===== config.mk =====
export PLATFORM = sky130hd
export DESIGN_NAME = spp_port
export DESIGN_NICKNAME = d
export VERILOG_FILES = /design/src/logic/spp_pkg.sv /design/src/logic/spp_wr_if.sv /design/src/logic/spp_port.sv /design/src/logic/spp_serial.sv
export SDC_FILE = /design/constraint.sdc
export NUM_CORES = 2
export LEC_CHECK = 0
export BUFFER_PORTS_ARGS = -buffer_cell sky130_fd_sc_hd__buf_2
export CAP_MARGIN = 40
export CELL_PAD_IN_SITES_DETAIL_PLACEMENT = 0
export CELL_PAD_IN_SITES_GLOBAL_PLACEMENT = 1
export CORE_MARGIN = 3
export CORE_UTILIZATION = 53
export CTS_BUF_LIST = sky130_fd_sc_hd__clkbuf_2 sky130_fd_sc_hd__clkbuf_4 sky130_fd_sc_hd__clkbuf_8
export DETAILED_ROUTE_END_ITERATION = 6
export HOLD_SLACK_MARGIN = 0.05
export PLACE_DENSITY = 0.92
export SLEW_MARGIN = 20
export SYNTH_ARGS = -nofsm -noshare
export SYNTH_HDL_FRONTEND = slang
export SYNTH_SLANG_ARGS = --single-unit

===== constraint.sdc =====
create_clock -name clock -period 5.8 [get_ports clock]
set_input_delay 0.58 -clock clock [delete_from_list [all_inputs] [get_ports clock]]
set_output_delay 0.58 -clock clock [all_outputs]
set_load 0.02 [all_outputs]

===== src/logic/spp_pkg.sv =====
// constants and types of the synthesizer programming port
// assumes one 50 MHz clock; all pins arrive asynchronous to it
package spp_pkg;
  localparam int unsigned DATA_W       = 8;
  localparam int unsigned ADDR_W       = 6;
  localparam int unsigned NUM_REGS     = 64;
  localparam int unsigned CLK_MHZ      = 50;
  localparam int unsigned UPD_PULSE_CY = 8;
  localparam logic [7:0]  REG_RST      = 8'h00;
  // control register that holds the mode bits
  localparam logic [5:0]  CTRL_ADDR    = 6'h1F;
  localparam int unsigned CTRL_UD_OUT  = 0;
  localparam int unsigned CTRL_SER3W   = 1;
  // serial instruction byte: bit 7 read, bits 5..0 address
  localparam int unsigned INS_RD_BIT   = 7;

  typedef enum logic [1:0] {
    SPP_IDLE,
    SPP_INSTR,
    SPP_DATA
  } spp_ser_state_t;
endpackage


===== src/logic/spp_wr_if.sv =====
`timescale 1ns/1ns
// write and read path between serial engine and register file
// one clock domain, single-cycle pulses
interface spp_wr_if;
  import spp_pkg::*;
  logic              wr_pulse;
  logic [ADDR_W-1:0] addr;
  logic [DATA_W-1:0] wdata;
  logic [DATA_W-1:0] rdata;
  modport master (output wr_pulse, output addr, output wdata, input rdata);
  modport slave  (input wr_pulse, input addr, input wdata, output rdata);
endinterface


===== src/logic/spp_port.sv =====
`timescale 1ns/1ns
// top of the programming port: parallel and serial access, update strobe
// assumes all pins asynchronous to clock; staged and active register sets
module spp_port
  import spp_pkg::*;
(
  input  wire logic              clock,
  input  wire logic              rst_b,
  input  wire logic              serial_mode,
  input  wire logic [DATA_W-1:0] parallel_data_bus_in,
  output logic      [DATA_W-1:0] parallel_data_bus_out,
  output logic                   parallel_data_bus_oe,
  input  wire logic [ADDR_W-1:0] register_address_bus,
  input  wire logic              write_strobe_or_serial_clock,
  input  wire logic              read_strobe_or_chip_select,
  output logic                   serial_out_line,
  output logic                   serial_out_line_oe,
  input  wire logic              serial_bidir_line_in,
  output logic                   serial_bidir_line_out,
  output logic                   serial_bidir_line_oe,
  input  wire logic              update_strobe_in,
  output logic                   update_strobe_out,
  output logic                   update_strobe_oe,
  input  wire logic              internal_update,
  output logic [DATA_W*NUM_REGS-1:0] active_regs
);
  // two-stage synchronisers; stage one read only by stage two
  logic [ADDR_W-1:0] a_s1, a_s2;
  logic [DATA_W-1:0] d_s1, d_s2;
  logic [4:0]        p_s1, p_s2;
  logic              wr_prev_q, ud_prev_q, mode_q;

  always_ff @(posedge clock or negedge rst_b) begin
    if (!rst_b) begin
      a_s1 <= 6'h00;
      a_s2 <= 6'h00;
      d_s1 <= 8'h00;
      d_s2 <= 8'h00;
      p_s1 <= 5'h03;
      p_s2 <= 5'h03;
    end else begin
      a_s1 <= register_address_bus;
      a_s2 <= a_s1;
      d_s1 <= parallel_data_bus_in;
      d_s2 <= d_s1;
      p_s1 <= {serial_mode, serial_bidir_line_in, update_strobe_in,
               read_strobe_or_chip_select, write_strobe_or_serial_clock};
      p_s2 <= p_s1;
    end
  end

  logic wr_s, rd_b_s, ud_s, sdi_s, mode_s;
  assign wr_s   = p_s2[0];
  assign rd_b_s = p_s2[1];
  assign ud_s   = p_s2[2];
  assign sdi_s  = p_s2[3];
  assign mode_s = p_s2[4];

  // staged and active register sets
  logic [DATA_W-1:0] stage_q [NUM_REGS];
  logic [DATA_W-1:0] stage_d [NUM_REGS];
  logic [DATA_W-1:0] act_q   [NUM_REGS];
  logic [DATA_W-1:0] act_d   [NUM_REGS];

  logic ud_out_cfg, ser3w;
  assign ud_out_cfg = stage_q[CTRL_ADDR][CTRL_UD_OUT];
  assign ser3w      = stage_q[CTRL_ADDR][CTRL_SER3W];

  spp_wr_if sbus ();

  logic sdo_w, sdo_oe_w, sdio_oe_w;
  spp_serial u_ser (
    .clock      (clock),
    .rst_b      (rst_b),
    .enable     (mode_s),
    .three_wire (ser3w),
    .resync     (a_s2[2]),
    .cs_b       (rd_b_s),
    .sclk       (wr_s),
    .sdi        (sdi_s),
    .sdo        (sdo_w),
    .sdo_oe     (sdo_oe_w),
    .sdio_oe    (sdio_oe_w),
    .bus        (sbus)
  );

  // parallel write on strobe rising edge
  logic par_wr, ud_rise, do_update;
  assign par_wr    = ~mode_s & wr_s & ~wr_prev_q;
  assign ud_rise   = ud_s & ~ud_prev_q;
  assign do_update = ud_out_cfg ? internal_update : ud_rise;
  assign sbus.rdata = stage_q[sbus.addr];

  always_comb begin
    stage_d = stage_q;
    act_d   = act_q;
    if (par_wr)
      stage_d[a_s2] = d_s2;
    if (sbus.wr_pulse)
      stage_d[sbus.addr] = sbus.wdata;
    if (do_update)
      act_d = stage_q;
  end

  always_ff @(posedge clock or negedge rst_b) begin
    if (!rst_b) begin
      for (int i = 0; i < NUM_REGS; i++) begin
        stage_q[i] <= REG_RST;
        act_q[i]   <= REG_RST;
      end
      wr_prev_q <= 1'b0;
      ud_prev_q <= 1'b0;
      mode_q    <= 1'b0;
    end else begin
      stage_q   <= stage_d;
      act_q     <= act_d;
      wr_prev_q <= wr_s;
      ud_prev_q <= ud_s;
      mode_q    <= mode_s;
    end
  end

  // update strobe output pulse; a new update restarts the count
  logic [3:0] ud_cnt_q, ud_cnt_d;
  always_comb begin
    ud_cnt_d = ud_cnt_q;
    if (ud_out_cfg && internal_update)
      ud_cnt_d = 4'(UPD_PULSE_CY);
    else if (ud_cnt_q != 4'h0)
      ud_cnt_d = ud_cnt_q - 4'h1;
  end

  // output pins, all registered
  logic [DATA_W-1:0] pd_out_d;
  logic              pd_oe_d, sdo_d, sdo_oe_d, sdio_d, sdio_oe_d, ud_out_d, ud_oe_d;
  always_comb begin
    pd_oe_d   = ~mode_s & ~rd_b_s;
    pd_out_d  = stage_q[a_s2];
    sdo_d     = sdo_w;
    sdo_oe_d  = mode_s & sdo_oe_w;
    sdio_d    = sdo_w;
    sdio_oe_d = mode_s & sdio_oe_w;
    ud_oe_d   = ud_out_cfg;
    ud_out_d  = ud_out_cfg & (ud_cnt_d != 4'h0);
  end

  always_ff @(posedge clock or negedge rst_b) begin
    if (!rst_b) begin
      ud_cnt_q              <= 4'h0;
      parallel_data_bus_out <= 8'h00;
      parallel_data_bus_oe  <= 1'b0;
      serial_out_line       <= 1'b0;
      serial_out_line_oe    <= 1'b0;
      serial_bidir_line_out <= 1'b0;
      serial_bidir_line_oe  <= 1'b0;
      update_strobe_out     <= 1'b0;
      update_strobe_oe      <= 1'b0;
      active_regs           <= '0;
    end else begin
      ud_cnt_q              <= ud_cnt_d;
      parallel_data_bus_out <= pd_out_d;
      parallel_data_bus_oe  <= pd_oe_d;
      serial_out_line       <= sdo_d;
      serial_out_line_oe    <= sdo_oe_d;
      serial_bidir_line_out <= sdio_d;
      serial_bidir_line_oe  <= sdio_oe_d;
      update_strobe_out     <= ud_out_d;
      update_strobe_oe      <= ud_oe_d;
      for (int i = 0; i < NUM_REGS; i++)
        active_regs[i*DATA_W +: DATA_W] <= act_d[i];
    end
  end

  // helper: count high cycles of the output pulse
  logic [3:0] hi_len_q;
  always_ff @(posedge clock or negedge rst_b) begin
    if (!rst_b)
      hi_len_q <= 4'h0;
    else
      hi_len_q <= update_strobe_out ? hi_len_q + 4'h1 : 4'h0;
  end
endmodule


===== src/logic/spp_serial.sv =====
`timescale 1ns/1ns
// serial engine: instruction byte then one data byte, msb first
// assumes its pin inputs are already synchronised to clock
module spp_serial
  import spp_pkg::*;
(
  input  wire logic clock,
  input  wire logic rst_b,
  input  wire logic enable,
  input  wire logic three_wire,
  input  wire logic resync,
  input  wire logic cs_b,
  input  wire logic sclk,
  input  wire logic sdi,
  output logic      sdo,
  output logic      sdo_oe,
  output logic      sdio_oe,
  spp_wr_if.master  bus
);
  spp_ser_state_t    st_q, st_d;
  logic [2:0]        cnt_q, cnt_d;
  logic [7:0]        sh_q, sh_d;
  logic              rd_q, rd_d;
  logic [ADDR_W-1:0] a_q, a_d;
  logic              sclk_q, wr_q, wr_d, drv_q, drv_d;
  logic              rise, fall, idle;

  assign rise = sclk & ~sclk_q;
  assign fall = ~sclk & sclk_q;
  assign idle = ~enable | resync | cs_b;

  always_comb begin
    st_d  = st_q;
    cnt_d = cnt_q;
    sh_d  = sh_q;
    rd_d  = rd_q;
    a_d   = a_q;
    wr_d  = 1'b0;
    drv_d = drv_q;
    if (idle) begin
      st_d  = SPP_IDLE;
      cnt_d = 3'h0;
      drv_d = 1'b0;
    end else begin
      if (st_q == SPP_IDLE)
        st_d = SPP_INSTR;
      if (rise) begin
        sh_d  = {sh_q[6:0], sdi};
        cnt_d = cnt_q + 3'h1;
        if (cnt_q == 3'h7) begin
          case (st_q)
            SPP_INSTR: begin
              rd_d = sh_q[INS_RD_BIT - 1];
              a_d  = {sh_q[4:0], sdi};
              st_d = SPP_DATA;
            end
            SPP_DATA: begin
              wr_d = ~rd_q;
              st_d = SPP_INSTR;
            end
            default: st_d = SPP_IDLE;
          endcase
        end
      end
      if (fall) begin
        drv_d = (st_q == SPP_DATA) & rd_q;
        if (st_q == SPP_DATA && rd_q && cnt_q == 3'h0)
          sh_d = bus.rdata;
        else if (st_q == SPP_DATA && rd_q)
          sh_d = sh_q;
      end
    end
  end

  always_ff @(posedge clock or negedge rst_b) begin
    if (!rst_b) begin
      st_q   <= SPP_IDLE;
      cnt_q  <= 3'h0;
      sh_q   <= 8'h00;
      rd_q   <= 1'b0;
      a_q    <= 6'h00;
      sclk_q <= 1'b0;
      wr_q   <= 1'b0;
      drv_q  <= 1'b0;
    end else begin
      st_q   <= st_d;
      cnt_q  <= cnt_d;
      sh_q   <= sh_d;
      rd_q   <= rd_d;
      a_q    <= a_d;
      sclk_q <= sclk;
      wr_q   <= wr_d;
      drv_q  <= drv_d;
    end
  end

  assign bus.wr_pulse = wr_q;
  assign bus.addr     = a_q;
  assign bus.wdata    = sh_q;
  // read data shifts out msb first from the loaded byte
  assign sdo          = (cnt_q == 3'h0 && drv_q) ? bus.rdata[7] : sh_q[7];
  assign sdo_oe       = drv_q & three_wire;
  assign sdio_oe      = drv_q & ~three_wire;
endmodule


### Yosys cells after proc, flatten, opt, wreduce, memory -nomap -nowiden

Index checks and enable logic that the tools add are counted.

* register bits: 1616
* ROM bits: 0
* input bits: 22
* bits in writable memories: 0
* output and inout port bits: 527
* memories: 0
* latch bits: 0

* reductions and logical operators: 14
* divide/modulo/power cells: 0
* add/subtract/negate cells: 2
* muxes and demuxes: 36
* $mul: 0
* shift-type cells: 0
* equality and inequality tests: 4
* $lt $le $gt $ge: 4
* bitwise logic cells: 24

Operators by type and width (number)
* $mux W512: 3
* $bwmux W512: 2
* $bmux W8 S6: 2
* $demux W8 S6: 2
* $mux W8: 10
* $ge A7 B7 Y1 const B: 2
* $lt A7 B1 Y1 const B: 2
* $not A6 Y7: 2
* $and A1 B1 Y1: 12
* $mux W1: 8
* $mux W2: 4
* $mux W4: 2
* $not A1 Y1: 8
* $reduce_bool A4 Y1: 2
* $logic_and A1 B1 Y1: 6
* $mux W3: 2
* $pmux W2 S2: 1
* $reduce_and A4 Y1: 1
* $reduce_bool A2 Y1: 2
* $sub A4 B1 Y4 const B: 1
* $add A3 B1 Y3 const B: 1
* $eq A3 B3 Y1 const B: 1
* $logic_not A3 Y1: 1
* $ne A3 B3 Y1 const B: 1
* 5 further kinds: 6

### Depth between registers and ports, before layout

* word-level depth: 9
* mapped depth: 10
* mapped depth without buffers: 8

### Cells and area by module

A second synthesis with hierarchy kept.

* cells, all modules: 4677
* area, all modules: 54768.8 um^2

Modules (own cells, without submodules)
* spp_port: sequential area each 27081.0 um^2, times used 1, cells an instance 4564, area an instance 53508.8 um^2
* spp_serial: sequential area each 575.6 um^2, times used 1, cells an instance 113, area an instance 1260.0 um^2

### Least setup slack after synthesis

OpenSTA, ideal clock, no wires.

* path kind: reg2reg
* start point: register a_s2[1]
* end point: register parallel_data_bus_out[0]
* slack: 3.618 ns
* path buffers: 2
* period minus slack after synthesis: 2.182 ns
* arrival time: 2.036 ns
* required time: 5.654 ns
* cell stages (with the launch flop): 9
* path through: dfrtp_1 buf_4 buf_4 or2_2 o211ai_1 o21ai_0 o21ai_0 o211ai_1 or4b_2

* longest elaborated chain between the ends: 4

Ends and longest elaborated chain
* from (decl): line spp_port.sv:28 `logic [ADDR_W-1:0] a_s1, a_s2;`
* from (signal assigned): line spp_port.sv:43 `a_s2 <= a_s1;`
* $not A6 Y7 (implied by the code): line spp_port.sv:138 `pd_out_d = stage_q[a_s2];`
* $bmux W8 S6: line spp_port.sv:138
* $mux W8 (implied by the code) (2 in series): line spp_port.sv:138
* net pd_out_d[0]: line spp_port.sv:134 `logic [DATA_W-1:0] pd_out_d;`
* to (signal assigned): line spp_port.sv:161 `parallel_data_bus_out <= pd_out_d;`
* to (decl): line spp_port.sv:11 `output logic [DATA_W-1:0] parallel_data_bus_out,`

The timed path passes the listed nets, and every way through them passes these cells. The select of a mux whose other input is x is not followed.
A chain may end at the register's enable or synchronous reset.

==> key figures <==
Layout
  – Layout Area Growth over Synthesis: 15.9%
  – Register area: 27700 µm²
  – Non-Filler Cell Area, Final: 62400 µm²
  – Number of nets at the end of the flow: 5184
  – Post-layout instance count excluding filler cells: 6656
  – Filler instances: 8017
  – Share of post-route cells with drive strength above 1: 32.9%
  – Area occupied by multi-input gates: 24700 µm²

Drt
  – Residual antenna-violating net count after detailed routing: 0
  – Count of unresolved DRC violations after routing: 1
  – 1st-pass router iterations: 7
  – Final routed wire length divided by cell count: 31.8 µm
  – DRC violation total after the first TritonRoute iteration: 6601
  – Routed WL: 211000 µm
  – Via density per instance: 6.62
  – Via count: 44.1k

Place
  – Placed insts: 6288
  – Area of placed instances: 58100 µm²
  – DPL Wire Length: 148000 µm
  – GP Congestion: 1.06
  – Count of buffers inserted at the top-level ports: 548

Pwr
  – Static leakage: 32.9 nW
  – Portion of total power attributed to the clock network: 39.4%
  – Internal: 13.0 mW
  – Pwr dens: 298 nW/µm²
  – Overall power of the completed layout: 18.6 mW
  – Portion of total power attributed to sequential cells: 48.5%
  – Maximum vdd drop: 0.230 mV
  – Share of power burned in combinational logic: 12.2%
  – Switching Power: 5.63 mW
  – Net switching share of the total power: 30.2%

STA
  – Final-report setup violation count: 0
  – Worst slew margin relative to its limit: 30.7%
  – Least-Margin Pin Slew: 1.04 ns
  – Setup_tns: 0 ns
  – Setup repair after global routing missed its margin: false
  – Final critical-path required period: 3.67 ns
  – Count of endpoints failing hold in the final timing report: 0
  – Number of slew-limit violations in the final report: 0
  – Max Freq: 0.273 GHz
  – Final cycle utilization of the critical path: 63.3%
  – Final-layout worst hold slack: 0.313 ns
  – Fin Clk Skew: 0.0588 ns

Worst setup path
  – Flop-to-flop setup slack: 2.13 ns
  – Arr. time, crit path: 4.45 ns
  – Setup crit start kind: register
  – Worst reg2reg path depth: 6
  – Capture instance of the worst register-to-register path: stage_q[500]
  – CP Data Required Time: 6.58 ns
  – Worst r2r src: a_s2[0]
  – Crit path max fanout: 52
  – Kind of critical path: register to register
  – Worst Setup End Kind: register

Clocking
  – Root buffer cell: sky130_fd_sc_hd__clkbuf_8
  – Clk_lat worst skew: 0.93 ns
  – Clock buffer count from CTS: 182
  – Clock tree from TritonCTS: built
  – Post-CTS repair timing setup buffer count: 0
  – Maximum root-to-sink buffer count: 3
  – Clock-pin slew reported for the worst setup and hold paths after clock tree synthesis: 0.06 ns
  – Number of cells upsized or downsized after cts: 0
  – H-Tree Level Count: 4
  – Number of sinks on the clock net: 1104

Global route
  – Most used routing layer: met2
  – Global routing usage on met1: 51.8%
  – Met3 track demand over resource in global routing: 12.8%
  – Number of global-route vias before repair: 42.5k
  – Maximum number of pins on one net before global-route repair: 174
  – GR Util All Layers: 39.3%
  – Residual overflow from global routing: 0
  – Global-route wire length before repair: 305000 µm
  – Routing usage on met2: 56.1%
  – Number of antenna violations at the first check in global routing: 9

Synthesis
  – Number of warnings printed during yosys synthesis: 0
  – Number of synthesized flops with an enable pin: 0
  – Avg Inst Size Synth: 11.6 µm²
  – Synthesized flop and latch total: 1104
  – Post-synthesis instance area: 53900 µm²
  – Most common flop cell mapped by yosys: sky130_fd_sc_hd__dfrtp_1
  – Sequential area share after synthesis: 51.3%
  – Syn_nets: 4663
  – Instance count of the mapped netlist: 4637
  – Number of different library cells in the post-synthesis netlist: 60
  – Share of synthesized registers carrying an async set or reset: 100%

Status
  – Violated checks: design-rule violations
  – Status: finished, violations left

Floorplanning
  – Ports: 549
  – Core box area: 100000 µm²
  – Chip Width: 325 µm
  – Chip height: 325 µm
  – Die Footprint: 106000 µm²
  – Floorplan row count: 116
  – Initial core utilization: 53.7%

Min path
  – Worst min-delay path class: input pin to register
  – Min-delay src: parallel_data_bus_in[1]
  – Worst hold path stage count: 2
  – Endpoint of the worst hold-timing path: d_s1[1]

Run
  – Max-Cap Viols: 0
worst max-delay path by stage:
| stage | startpoint | endpoint | slack, ns |
|---|---|---|---|
| after floorplan | a_s2[1] | parallel_data_bus_out[0] | 3.62 |
| after global placement | u_ser.bus.addr[1] | u_ser.bus.wdata[3] | 2.33 |
| after detailed placement | u_ser.bus.addr[1] | u_ser.bus.wdata[3] | 2.25 |
| after CTS | u_ser.bus.addr[1] | u_ser.bus.wdata[3] | 2.25 |
| after global routing | u_ser.bus.addr[0] | u_ser.bus.wdata[5] | 2.02 |
| final | a_s2[0] | stage_q[500] | 2.13 |
flip-flops by register name (all words and copies together) (netlist names), 6 cells and up:
register,count
act_q,128
stage_q,511
parallel_data_bus_out,8
d_s1,8
u_ser.bus.addr,6
u_ser.bus.wdata,8
d_s2,8
active_regs,384
a_s1,6
a_s2,6
power groups by stage:
| stage | registers (mW) | logic, mW | clock network, mW |
|---|---|---|---|
| global route | 9.02 | 2.36 | 7.73 |
| finish | 9.03 | 2.27 | 7.33 |
| floorplan | 8.80 | 1.16 | 0 |
| CTS | 8.96 | 2.22 | 7.39 |
| detailed placement | 9.10 | 2.20 | 0 |
| global placement | 9.24 | 1.94 | 0 |
critical path, stage by stage (launching register included):
cell	delay (ns)
sky130_fd_sc_hd__dfrtp_4	0.97
sky130_fd_sc_hd__nand2b_1	0.54
sky130_fd_sc_hd__nor2_2	0.75
sky130_fd_sc_hd__buf_4	0.39
sky130_fd_sc_hd__nand2_1	0.37
sky130_fd_sc_hd__mux2i_1	0.21
sky130_fd_sc_hd__o21ai_0	0.23
cell usage after synthesis (all sizes together), types with 2 or more instances:
| master | number | area share, % |
|---|---|---|
| mux2 | 572 | 12 |
| a21oi | 298 | 2.8 |
| a22oi | 80 | 1.1 |
| a2111oi | 6 | 0.098 |
| a31oi | 3 | 0.035 |
| ha | 4 | 0.093 |
| o221ai | 2 | 0.033 |
| a311oi | 5 | 0.081 |
| nand4 | 12 | 0.14 |
| buf | 91 | 0.91 |
| nor3 | 7 | 0.095 |
| mux2i | 718 | 13 |
| dfrtp | 1100 | 51 |
| and2 | 6 | 0.070 |
| nor4 | 2 | 0.023 |
| nand3 | 35 | 0.33 |
| o21ai | 297 | 2.8 |
| o22a | 3 | 0.049 |
| nand3b | 2 | 0.028 |
| dfstp | 4 | 0.20 |
| nor4b | 2 | 0.044 |
| or3 | 6 | 0.070 |
| nor3b | 3 | 0.042 |
| clkbuf | 277 | 1.9 |
| mux4 | 100 | 4.2 |
| a211oi | 8 | 0.11 |
| o2111ai | 2 | 0.033 |
| o22ai | 63 | 0.73 |
| nand2 | 428 | 3.1 |
| a221oi | 59 | 0.96 |
| or2 | 4 | 0.046 |
| nor2b | 22 | 0.26 |
| nor2 | 346 | 2.4 |
| and3 | 5 | 0.058 |
| o2bb2ai | 3 | 0.049 |
| o211ai | 10 | 0.14 |
| xnor2 | 3 | 0.049 |
| a22o | 10 | 0.16 |
| a221o | 4 | 0.074 |
| inv | 9 | 0.063 |
| nand2b | 18 | 0.21 |
layout by cell type, fill, tap and decap left out, drive strengths merged, types with 27 or more instances in the layout:
cell    instances
a21oi         298
a221oi         59
a22oi          80
buf           684
clkbuf        287
clkinv         27
dfrtp        1100
mux2          572
mux2i         718
mux4          100
nand2         428
nand3          35
nor2          346
o21ai         297
o22ai          63
metrics by stage:
stage / util (%) / setup WS (ns)
CTS: 62.0 / 2.25
detailed placement: 57.9 / 2.25
finish: 62.2 / 2.13
global placement: 57.5 / 2.33
floorplan: - / 3.62
global route: 62.2 / 2.02
logic make-up after synthesis:
logic type	after synthesis	synth area share, %
adder cells (fa/ha/maj)	4	0.0929
buffers and inverters	378	2.91
XOR/XNOR	3	0.0488
flip-flops	1104	51.3
AO/OA/AOI/OAI	858	9.28
AND/OR/NAND/NOR	900	6.92
multiplexers	1390	29.5
metal layers:
layer	up-vias	share of wire, %
met5	-	0.064
met4	14	7.5
met3	867	14
met2	3529	42
met1	21837	37
li1	17843	-
layout make-up:
class	count	area share, %
flip-flops and latches	1104	44.4
multi-input cells	3155	39.6
repair buffers	705	6.98
clock buffers	287	5.71
well taps	1357	2.72
clock inverters	34	0.527
inverters	10	0.0601
diodes	4	0.0160
repair_timing:
action,CTS,global route
setup endpoints to repair,0,0
hold buffers,21,0
hold endpoints to repair,116,0
Power figures use the tool's default switching activity.
